--- config.mk ---
export PLATFORM = sky130hd
export DESIGN_NAME = remote_io_control_port
export DESIGN_NICKNAME = d
export VERILOG_FILES = /design/src/remote_io_control_port.v
export VERILOG_INCLUDE_DIRS = /design/src /design/src/src
export SDC_FILE = /design/constraint.sdc
export NUM_CORES = 1
export LEC_CHECK = 0
export CAP_MARGIN = 20
export CORE_MARGIN = 2
export CORE_UTILIZATION = 41
export DETAILED_ROUTE_END_ITERATION = 10
export DONT_BUFFER_PORTS = 1
export PLACE_DENSITY = 0.52
export RECOVER_POWER = 50
export REMOVE_ABC_BUFFERS = 1
export SYNTH_ARGS = -nofsm -noshare
export SYNTH_HDL_FRONTEND = slang
export SYNTH_SLANG_ARGS = --single-unit
export TNS_END_PERCENT = 10
--- constraint.sdc ---
create_clock -name clock_i -period 4.7 [get_ports clock_i]
set_clock_uncertainty 0.1 [all_clocks]
set_input_delay 0.705 -clock clock_i [delete_from_list [all_inputs] [get_ports clock_i]]
set_output_delay 0.705 -clock clock_i [all_outputs]
set_load 0.03 [all_outputs]
--- src/remote_io_regs.vh ---
// Purpose: offsets, field positions and counts of the remote I/O control port
// Assumes: 32-bit register words at aligned byte offsets
// Notes: definitions only
`ifndef REMOTE_IO_REGS_VH
`define REMOTE_IO_REGS_VH
// ----------------------------------------
// register offsets
// ----------------------------------------
`define RIO_CTRL 6'h00
`define RIO_PROG 6'h04
`define RIO_MOTORS 6'h08
`define RIO_HOME 6'h0C
`define RIO_HIPWR 6'h10
`define RIO_MACHINE_CALIBRATION 6'h14
`define RIO_ALARM 6'h18
`define RIO_POS 6'h1C
`define RIO_TORQUE 6'h20
`define RIO_LOAD 6'h24
`define RIO_STATUS 6'h28
`define RIO_IRQ_STAT 6'h2C
`define RIO_IRQ_MASK 6'h30
`define RIO_TRIG_POS 6'h34
`define RIO_TRIG_SRC 6'h38
// ----------------------------------------
// control fields
// ----------------------------------------
`define CTRL_AUTO 0
`define CTRL_REMOTE_SEL 1
`define CTRL_PROG_MODE 2
`define CTRL_RIO_EN 3
`define CTRL_QUICK_PAUSE 4
`define CTRL_SAFE_POINT 5
`define CTRL_RESET 6'h00
// ----------------------------------------
// command and event indices
// ----------------------------------------
`define CMD_START 0
`define CMD_PAUSE 1
`define CMD_CONTINUE 2
`define CMD_STOP 3
`define CMD_MOTOR_ON 4
`define CMD_MOTOR_OFF 5
`define CMD_HOME 6
`define EV_MULTI_ERR 7
`define EV_TRIGGER 8
`define EV_REFUSED 9
`define NUM_CMD 7
`define NUM_EV 10
// ----------------------------------------
// timing and trigger bit numbers
// ----------------------------------------
`define PULSE_MS 25
`define SELECT_SETTLE_MS 40
`define CLK_KHZ 200000
`define PULSE_CYC (`PULSE_MS * `CLK_KHZ)
`define NUM_ROBOTS 16
`define TRIG_BITS {9'd313, 9'd312, 9'd281, 9'd280, 9'd57, 9'd56, 9'd25, 9'd24}
`define RESP_OKAY 2'b00
`define RESP_SLVERR 2'b10
`endif

--- src/remote_io_control_port.v ---
// Purpose: remote discrete I/O control and status port with AXI4-Lite registers
// Assumes: 200 MHz clock_i; all pin inputs asynchronous to it
// Notes: pins pass three flops; a level counts once the second and third agree
//
// Design decisions made here: the AXI4-Lite register port and the address map.
`timescale 1ns/100ps
`include "remote_io_regs.vh"
module remote_io_control_port #(
    parameter PULSE_CYC = `PULSE_CYC
) (
    input wire clock_i,
    input wire nrst_i,
    input wire [31:0] s_axi_awaddr_i,
    input wire s_axi_awvalid_i,
    output wire s_axi_awready_o,
    input wire [31:0] s_axi_wdata_i,
    input wire [3:0] s_axi_wstrb_i,
    input wire s_axi_wvalid_i,
    output wire s_axi_wready_o,
    output reg [1:0] s_axi_bresp_o,
    output reg s_axi_bvalid_o,
    input wire s_axi_bready_i,
    input wire [31:0] s_axi_araddr_i,
    input wire s_axi_arvalid_i,
    output wire s_axi_arready_o,
    output reg [31:0] s_axi_rdata_o,
    output reg [1:0] s_axi_rresp_o,
    output reg s_axi_rvalid_o,
    input wire s_axi_rready_i,
    input wire start_i,
    input wire pause_i,
    input wire continue_i,
    input wire stop_i,
    input wire motor_power_on_cmd_i,
    input wire motor_power_off_cmd_i,
    input wire home_i,
    input wire heartbeat_i,
    input wire [4:0] robot_select_in_i,
    input wire [5:0] program_select_in_i,
    input wire [7:0] trigger_i,
    output reg [6:0] cmd_pulse_o,
    output reg [5:0] start_program_o,
    output reg [5:0] program_number_out_o,
    output reg motor_power_flag_o,
    output reg home_flag_o,
    output reg high_power_flag_o,
    output reg calibration_needed_flag_o,
    output reg paused_o,
    output reg alarm_o,
    output reg heartbeat_o,
    output reg [31:0] position_o,
    output reg [31:0] torque_o,
    output reg [31:0] load_o,
    output reg [4:0] report_robot_o,
    output wire irq_o
);
    localparam NIN = 27;
    localparam CW = 24;
    localparam [CW-1:0] PULSE_LIM = PULSE_CYC[CW-1:0];

    function more_than_one;
        input [6:0] v;
        begin
            more_than_one = |(v & (v - 7'h01));
        end
    endfunction

    function [31:0] apply_strobe;
        input [31:0] old;
        input [31:0] d;
        input [3:0] s;
        integer b;
        begin
            apply_strobe = old;
            for (b = 0; b < 4; b = b + 1) begin
                if (s[b]) begin
                    apply_strobe[b*8 +: 8] = d[b*8 +: 8];
                end
            end
        end
    endfunction

    // ----------------------------------------
    // pin synchronisers with agreement filter
    // ----------------------------------------
    wire [NIN-1:0] pins = {heartbeat_i, trigger_i, robot_select_in_i, program_select_in_i,
                           home_i, motor_power_off_cmd_i, motor_power_on_cmd_i, stop_i,
                           continue_i, pause_i, start_i};
    reg [NIN-1:0] s1_r, s2_r, s3_r, lvl_r;
    always @(posedge clock_i or negedge nrst_i) begin
        if (!nrst_i) begin
            s1_r <= 27'h0;
            s2_r <= 27'h0;
            s3_r <= 27'h0;
            lvl_r <= 27'h0;
        end else begin
            s1_r <= pins;
            s2_r <= s1_r;
            s3_r <= s2_r;
            lvl_r <= (s2_r & s3_r) | (lvl_r & (s2_r | s3_r));
        end
    end
    wire [6:0] cmd_lvl = lvl_r[6:0];
    wire [5:0] psel = lvl_r[12:7];
    wire [4:0] rsel = lvl_r[17:13];
    wire [7:0] trig = lvl_r[25:18];
    wire hb = lvl_r[26];

    // ----------------------------------------
    // registers
    // ----------------------------------------
    reg [5:0] ctrl_r;
    reg [15:0] motors_r, home_r, hipwr_r, machine_calibration_r;
    reg [16:0] alarm_r;
    reg [31:0] trig_pos_r;
    reg [7:0] trig_src_r;
    reg [`NUM_EV-1:0] irq_stat_r, irq_mask_r;
    reg [7:0] trig_d_r;

    // ----------------------------------------
    // command qualification
    // ----------------------------------------
    reg [CW-1:0] cnt_r [0:`NUM_CMD-1];
    wire [6:0] fire;
    wire [6:0] held;
    genvar g;
    generate
        for (g = 0; g < `NUM_CMD; g = g + 1) begin : q
            always @(posedge clock_i or negedge nrst_i) begin
                if (!nrst_i) begin
                    cnt_r[g] <= 24'h0;
                end else if (!cmd_lvl[g]) begin
                    cnt_r[g] <= 24'h0; // shorter pulses die here
                end else if (cnt_r[g] != PULSE_LIM) begin
                    cnt_r[g] <= cnt_r[g] + 24'h1;
                end
            end
            assign fire[g] = cmd_lvl[g] && cnt_r[g] == PULSE_LIM - 24'h1;
            assign held[g] = cmd_lvl[g] && cnt_r[g] == PULSE_LIM;
        end
    endgenerate

    wire remote_ok = (ctrl_r[`CTRL_AUTO] & ctrl_r[`CTRL_REMOTE_SEL]) |
                     (ctrl_r[`CTRL_PROG_MODE] & ctrl_r[`CTRL_RIO_EN]);
    wire multi = |fire && more_than_one(fire | held);
    wire accept = |fire && remote_ok && !multi;

    // ----------------------------------------
    // robot selection and status flags
    // ----------------------------------------
    wire sel_all = rsel == 5'h00;
    wire sel_ok = rsel <= 5'h10;
    wire [3:0] idx = rsel[3:0] - 4'h1;
    reg pause_pend_r;
    always @(posedge clock_i or negedge nrst_i) begin
        if (!nrst_i) begin
            motor_power_flag_o <= 1'b0;
            home_flag_o <= 1'b0;
            high_power_flag_o <= 1'b0;
            calibration_needed_flag_o <= 1'b0;
            alarm_o <= 1'b0;
            heartbeat_o <= 1'b0;
            report_robot_o <= 5'h01;
            cmd_pulse_o <= 7'h00;
            start_program_o <= 6'h00;
            paused_o <= 1'b0;
            pause_pend_r <= 1'b0;
        end else begin
            if (sel_all) begin
                motor_power_flag_o <= |motors_r;
                home_flag_o <= &home_r;
                high_power_flag_o <= |hipwr_r;
                calibration_needed_flag_o <= |(~machine_calibration_r);
            end else begin
                motor_power_flag_o <= sel_ok & motors_r[idx];
                home_flag_o <= sel_ok & home_r[idx];
                high_power_flag_o <= sel_ok & hipwr_r[idx];
                calibration_needed_flag_o <= sel_ok & ~machine_calibration_r[idx];
            end
            // software fills position and torque for this robot
            report_robot_o <= sel_all ? 5'h01 : rsel;
            alarm_o <= |alarm_r;
            heartbeat_o <= hb;
            cmd_pulse_o <= accept ? fire : 7'h00;
            if (accept && fire[`CMD_START]) begin
                start_program_o <= psel;
            end
            // pause waits for a safe point unless quick pause is set
            if (accept && (fire[`CMD_CONTINUE] || fire[`CMD_STOP])) begin
                paused_o <= 1'b0;
                pause_pend_r <= 1'b0;
            end else if (accept && fire[`CMD_PAUSE]) begin
                pause_pend_r <= 1'b1;
            end else if (pause_pend_r &&
                         (ctrl_r[`CTRL_QUICK_PAUSE] || ctrl_r[`CTRL_SAFE_POINT])) begin
                paused_o <= 1'b1;
                pause_pend_r <= 1'b0;
            end
        end
    end

    // ----------------------------------------
    // trigger capture
    // ----------------------------------------
    wire [7:0] trig_rise = trig & ~trig_d_r;
    wire [`NUM_EV-1:0] ev = {~remote_ok & |fire, |trig_rise, |fire & multi,
                             accept ? fire : 7'h00};

    // ----------------------------------------
    // AXI4-Lite slave
    // ----------------------------------------
    wire wr_go = s_axi_awvalid_i && s_axi_wvalid_i && !s_axi_bvalid_o;
    wire rd_go = s_axi_arvalid_i && !s_axi_rvalid_o;
    assign s_axi_awready_o = wr_go;
    assign s_axi_wready_o = wr_go;
    assign s_axi_arready_o = rd_go;
    wire [5:0] wa = s_axi_awaddr_i[5:0];
    wire [5:0] ra = s_axi_araddr_i[5:0];
    wire wr_hit = s_axi_awaddr_i[31:6] == 26'h0 && wa[1:0] == 2'b00 && wa <= `RIO_IRQ_MASK
                  && wa != `RIO_STATUS && wa != `RIO_IRQ_STAT;
    wire rd_clr = rd_go && ra == `RIO_IRQ_STAT && s_axi_araddr_i[31:6] == 26'h0;
    wire [31:0] wd = s_axi_wdata_i;
    wire [3:0] ws = s_axi_wstrb_i;

    reg [31:0] rd_val;
    reg rd_hit;
    always @* begin
        rd_val = 32'h0;
        rd_hit = s_axi_araddr_i[31:6] == 26'h0 && ra[1:0] == 2'b00;
        case (ra)
            `RIO_CTRL: rd_val = {26'h0, ctrl_r};
            `RIO_PROG: rd_val = {26'h0, program_number_out_o};
            `RIO_MOTORS: rd_val = {16'h0, motors_r};
            `RIO_HOME: rd_val = {16'h0, home_r};
            `RIO_HIPWR: rd_val = {16'h0, hipwr_r};
            `RIO_MACHINE_CALIBRATION: rd_val = {16'h0, machine_calibration_r};
            `RIO_ALARM: rd_val = {15'h0, alarm_r};
            `RIO_POS: rd_val = position_o;
            `RIO_TORQUE: rd_val = torque_o;
            `RIO_LOAD: rd_val = load_o;
            `RIO_STATUS: rd_val = {16'h0, paused_o, start_program_o, rsel, psel[3:0]};
            `RIO_IRQ_STAT: rd_val = {22'h0, irq_stat_r};
            `RIO_IRQ_MASK: rd_val = {22'h0, irq_mask_r};
            `RIO_TRIG_POS: rd_val = trig_pos_r;
            `RIO_TRIG_SRC: rd_val = {24'h0, trig_src_r};
            default: rd_hit = 1'b0;
        endcase
    end

    // current value of the write target, so strobed bytes merge at full width before the cut
    reg [31:0] wr_old;
    always @* begin
        case (wa)
            `RIO_CTRL: wr_old = {26'h0, ctrl_r};
            `RIO_MOTORS: wr_old = {16'h0, motors_r};
            `RIO_HOME: wr_old = {16'h0, home_r};
            `RIO_HIPWR: wr_old = {16'h0, hipwr_r};
            `RIO_MACHINE_CALIBRATION: wr_old = {16'h0, machine_calibration_r};
            `RIO_ALARM: wr_old = {15'h0, alarm_r};
            `RIO_POS: wr_old = position_o;
            `RIO_TORQUE: wr_old = torque_o;
            `RIO_LOAD: wr_old = load_o;
            `RIO_IRQ_MASK: wr_old = {22'h0, irq_mask_r};
            default: wr_old = 32'h0;
        endcase
    end
    wire [31:0] wr_new = apply_strobe(wr_old, wd, ws);

    always @(posedge clock_i or negedge nrst_i) begin
        if (!nrst_i) begin
            ctrl_r <= `CTRL_RESET;
            program_number_out_o <= 6'h00;
            motors_r <= 16'h0;
            home_r <= 16'h0;
            hipwr_r <= 16'h0;
            machine_calibration_r <= 16'hFFFF;
            alarm_r <= 17'h0;
            position_o <= 32'h0;
            torque_o <= 32'h0;
            load_o <= 32'h0;
            irq_mask_r <= 10'h0;
            irq_stat_r <= 10'h0;
            trig_pos_r <= 32'h0;
            trig_src_r <= 8'h00;
            trig_d_r <= 8'h00;
            s_axi_bvalid_o <= 1'b0;
            s_axi_bresp_o <= `RESP_OKAY;
            s_axi_rvalid_o <= 1'b0;
            s_axi_rresp_o <= `RESP_OKAY;
            s_axi_rdata_o <= 32'h0;
        end else begin
            trig_d_r <= trig;
            // a position is captured on the rising edge of any trigger
            if (|trig_rise) begin
                trig_pos_r <= position_o;
                trig_src_r <= trig_rise;
            end
            // event set wins over the read clear
            irq_stat_r <= (rd_clr ? 10'h0 : irq_stat_r) | ev;
            if (wr_go) begin
                s_axi_bvalid_o <= 1'b1;
                s_axi_bresp_o <= wr_hit ? `RESP_OKAY : `RESP_SLVERR;
                if (wr_hit) begin
                    case (wa)
                        `RIO_CTRL: ctrl_r <= wr_new[5:0];
                        `RIO_PROG: program_number_out_o <= ws[0] ? wd[5:0] : program_number_out_o;
                        `RIO_MOTORS: motors_r <= wr_new[15:0];
                        `RIO_HOME: home_r <= wr_new[15:0];
                        `RIO_HIPWR: hipwr_r <= wr_new[15:0];
                        `RIO_MACHINE_CALIBRATION: machine_calibration_r <= wr_new[15:0];
                        `RIO_ALARM: alarm_r <= wr_new[16:0];
                        `RIO_POS: position_o <= wr_new;
                        `RIO_TORQUE: torque_o <= wr_new;
                        `RIO_LOAD: load_o <= wr_new;
                        `RIO_IRQ_MASK: irq_mask_r <= wr_new[9:0];
                        default: ctrl_r <= ctrl_r;
                    endcase
                end
            end else if (s_axi_bready_i) begin
                s_axi_bvalid_o <= 1'b0;
            end
            if (rd_go) begin
                s_axi_rvalid_o <= 1'b1;
                s_axi_rdata_o <= rd_val;
                s_axi_rresp_o <= rd_hit ? `RESP_OKAY : `RESP_SLVERR;
            end else if (s_axi_rready_i) begin
                s_axi_rvalid_o <= 1'b0;
            end
        end
    end

    assign irq_o = |(irq_stat_r & irq_mask_r);
endmodule

==> results.md <==
- Main combinational cell family by area after synthesis: simple AND/OR/NAND/NOR gates
- Seq/Total Area, Yosys: 53.4%
- RSZ-0062 raised after global routing: no
- Fin crit period: 3.69 ns
- Total Wirelength: 90.1 mm
- Die W: 265 µm
- GR peak layer: met2
- Mapped cell area: 27900 µm²
- Met2 usage: 42.0%
- Input/output buffers: 0
- F_max: 271 MHz
- Yosys reg bits: 595
- Final-report max-slew violation count: 434
- Tcrit/Tclk final: 78.5%
- DR vias: 21300
- R2R depth: 7
- Post-layout util: 47.1%
- Delay of the slowest critical-path stage: 0.78 ns
- Proportion of synthesized area in mux cells: 8.25%
- Syn Area/Cell: 10.6 µm²
- Worst-Skew Late Latency: 0.62 ns
- Max Root-Sink Buffers: 3
- Placed wire-length estimate: 61.0 mm
- Final Wtd Congestion: 0.951
- Met1 GRT Util: 31.9%
- PwrDens: 376 nW/µm²
- TNS Setup: 0 ns
- Total grt overflow: 0
- Vias/cell: 5.93
- Failing checks: hold timing, slew limit
- TritonCTS clock tree: yes
- Slowest CP cell: dfrtp_1
- Initial core utilization: 41.5%
- Area share of fa/ha/maj cells after synthesis: 1.68%
- Clock slew at reported path FFs: 0.06 ns
- CP Capture Type: flip-flop
- First-pass GRT wire length: 136 mm
- Kind of critical path: flip-flop to flip-flop
- Outcome: complete, but fails checks
- Die area: 70200 µm²
- Initial DRC count: 2166
- Count of cell types in the netlist: 80
- Final count of hold timing violations: 145
- Max cap viols: 0
- Element type at the critical path start: flip-flop
- Initial antenna violation count: 4
- CTS Buf Count: 71
- Post-Syn Instances: 2637
- Max VDD drop: 0.000274 V
- Synth Area in Compound Gates: 10.9%
- Commonest cells after routing, fill and taps aside: 578 x dfrtp_1, 431 x nand2_1, 121 x nor2_1, 120 x and2_1, 110 x mux2_2
- Crit Reg-Reg Startpoint: lvl_r[0]
- Ys async rst share: 100%
- Worst Path Max Fanout: 26
- Synth Area in Simple Gates: 19.4%
- Final setup viols: 0
- Hold Buf Count CTS: 23
- CTS root buffer: clkbuf_16
- Rel. slew slack: -107%
- Ys Warns: 0
- FF-to-FF End: start_program_o[4]
- Number of global-route vias before repair: 21000
- TritonRoute pass-1 iters: 9
- GRT Overall Usage: 25.5%
- H-tree depth: 3
- Reg2Reg Setup Slack: 1.01 ns
- Crit path DAT: 4.07 ns
- Syn-to-layout area delta: 13.4%
- Critical path buffers and inverters: 0
- Worst-margin pin slew: 3.11 ns
- Placeable Area: 67300 µm²
- Setup slack after layout: 1.01 ns
- Post-Place Setup Slack: 0.888 ns
- Worst-path cell chain: nor4bb_1 -> nand3_1 -> a211oi_1 -> nor4_1 -> nor4_4 -> or4_1 -> mux2_4
- Ratio of cells with drive above 1 in the final layout: 12.9%
- Std-Cell Rows: 95
- Die Height: 265 µm
- HP Class: primary input to async pin
- DR WL/cell: 25.1 µm
- Most common cell after layout, fill and taps aside: dfrtp_1
- XOR/XNOR share of the synthesized area: 3.79%
- Clock sink total: 595
- Antenna-violating nets left: 0
- Post-synth EDFFs: 0
- Largest net degree at the start of global routing: 596
- Tot Pwr: 11.9 mW
- Pleak: 13.9 nW
- Design area: 31700 µm²
- Grt met3 use: 6.92%
- Post-route DRC: 0
- Placed cell areas: 29000 µm²
- Worst EP required: 5.08 ns
- Primary FF master, synth: dfrtp_1
- Final net count: 2808
- Fillers: 6230
- Ports: 303
- Final hold slack: -0.316 ns
- Top delay family on crit path: simple AND/OR/NAND/NOR gates
Yosys cell counts (5+ instances only):
library cell,n,area (µm²)
mux2i_1,48,480
buf_1,14,52.6
dfstp_2,17,447
o22ai_1,8,50.1
a31oi_1,25,156
o21a_1,8,60.1
and4_1,11,96.3
nand3b_1,8,60.1
mux4_2,22,495
nor4_1,40,250
a22oi_1,87,653
nand3_1,80,400
nor4bb_1,9,90.1
xnor2_1,83,727
mux2_4,6,90.1
a222oi_1,46,460
a21oi_1,40,200
ha_1,16,200
nor2_1,126,473
nor3b_1,8,60.1
mux2_2,110,1240
inv_1,60,225
and2_1,119,744
nor2b_1,35,219
xor2_1,38,333
o211ai_1,5,37.5
a21o_1,8,60.1
clkbuf_1,99,372
or4_1,6,45.0
nand2b_1,11,68.8
maj3_1,27,270
buf_2,8,40.0
a21boi_0,28,210
o21ai_0,95,475
and3_1,27,169
nand4_1,61,382
nor4b_1,12,105
a22o_1,17,149
or3_1,36,225
nor3_1,35,175
nand2_1,431,1620
a221oi_1,23,201
dfrtp_1,578,14500
worst reg2reg max path, stage by stage, from the launching register on:
cell and delay [ns]:
dfrtp_1 0.78, nor4bb_1 0.28, nand3_1 0.18, a211oi_1 0.60, nor4_1 0.20, nor4_4 0.40, or4_1 0.68, mux2_4 0.36
where the power goes:
part | switching [mW] | leakage [nW] | internal, mW
Combinational | 0.320 | 4.92 | 0.220
Sequential | 0.310 | 7.78 | 5.30
Clock | 2.23 | 1.21 | 3.54
area by class of cell:
cell class                      count  area (µm²)  share of cell area, %
Antenna cell                        1        2.50                0.00790
Clock buffer                      103        2050                   6.46
Clock inverter                     26         418                   1.32
Inverter                           61         229                  0.723
Multi-Input combinational cell   1857       12400                   39.0
Sequential cell                   595       14900                   47.1
Tap cell                          873        1090                   3.45
Timing Repair Buffer               72         637                   2.01
registers in the layout, summed over array words and instances, names as in the netlist, 10 cells and up:
signal,cells
s3_r,27
irq_stat_r,10
load_o,32
motors_r,16
s_axi_rdata_o,32
home_r,16
trig_pos_r,32
irq_mask_r,10
s1_r,27
machine_calibration_r,16
torque_o,32
alarm_r,17
hipwr_r,16
lvl_r,27
s2_r,27
cnt_r,168
position_o,32
worst max path at each step:
stage | startpoint | end | slack (ns) | depth (start not counted)
floorplan | s_axi_awvalid_i | load_o[0] | 0.79 | 6
global placement | s_axi_awaddr_i[1] | irq_mask_r[7] | 0.97 | 8
detailed placement | s_axi_awaddr_i[1] | home_r[7] | 0.89 | 8
CTS | lvl_r[0] | start_program_o[4] | 0.99 | 7
global route | lvl_r[0] | start_program_o[4] | 0.79 | 7
finish | lvl_r[0] | start_program_o[4] | 1.01 | 7
cells by family (layout without fill, tap and decap cells):
family	count (synthesis)	in the layout
flip-flops	595	595
multiplexers	186	186
buffers and inverters	186	262
other	1	3
AO/OA/AOI/OAI	425	425
XOR/XNOR	121	121
AND/OR/NAND/NOR	1080	1080
adder cells (fa/ha/maj)	43	43
metal layers:
| metal | wire length, µm | share of wire (%) | vias to the layer above |
|---|---|---|---|
| met2 | 43400 | 48 | 835 |
| met5 | 50 | 0.056 | - |
| met1 | 35600 | 40 | 10700 |
| met3 | 7370 | 8.2 | 232 |
| li1 | - | - | 9528 |
| met4 | 3640 | 4.0 | 6 |
repair_timing:
item                                   4_1_cts  5_1_grt
setup buffers                                0        0
resized for setup                            0        0
endpoints found under the hold margin      610      582
through the flow:
| stage | hold WS (ns) | std cells |
|---|---|---|
| after floorplan | 0.231 | 2513 |
| after global placement | 0.232 | 3432 |
| after detailed placement | 0.235 | 3432 |
| after CTS | -0.336 | 3584 |
| after global routing | -0.338 | 3587 |
| final | -0.316 | 3588 |
(Power assumes the default switching activity.)
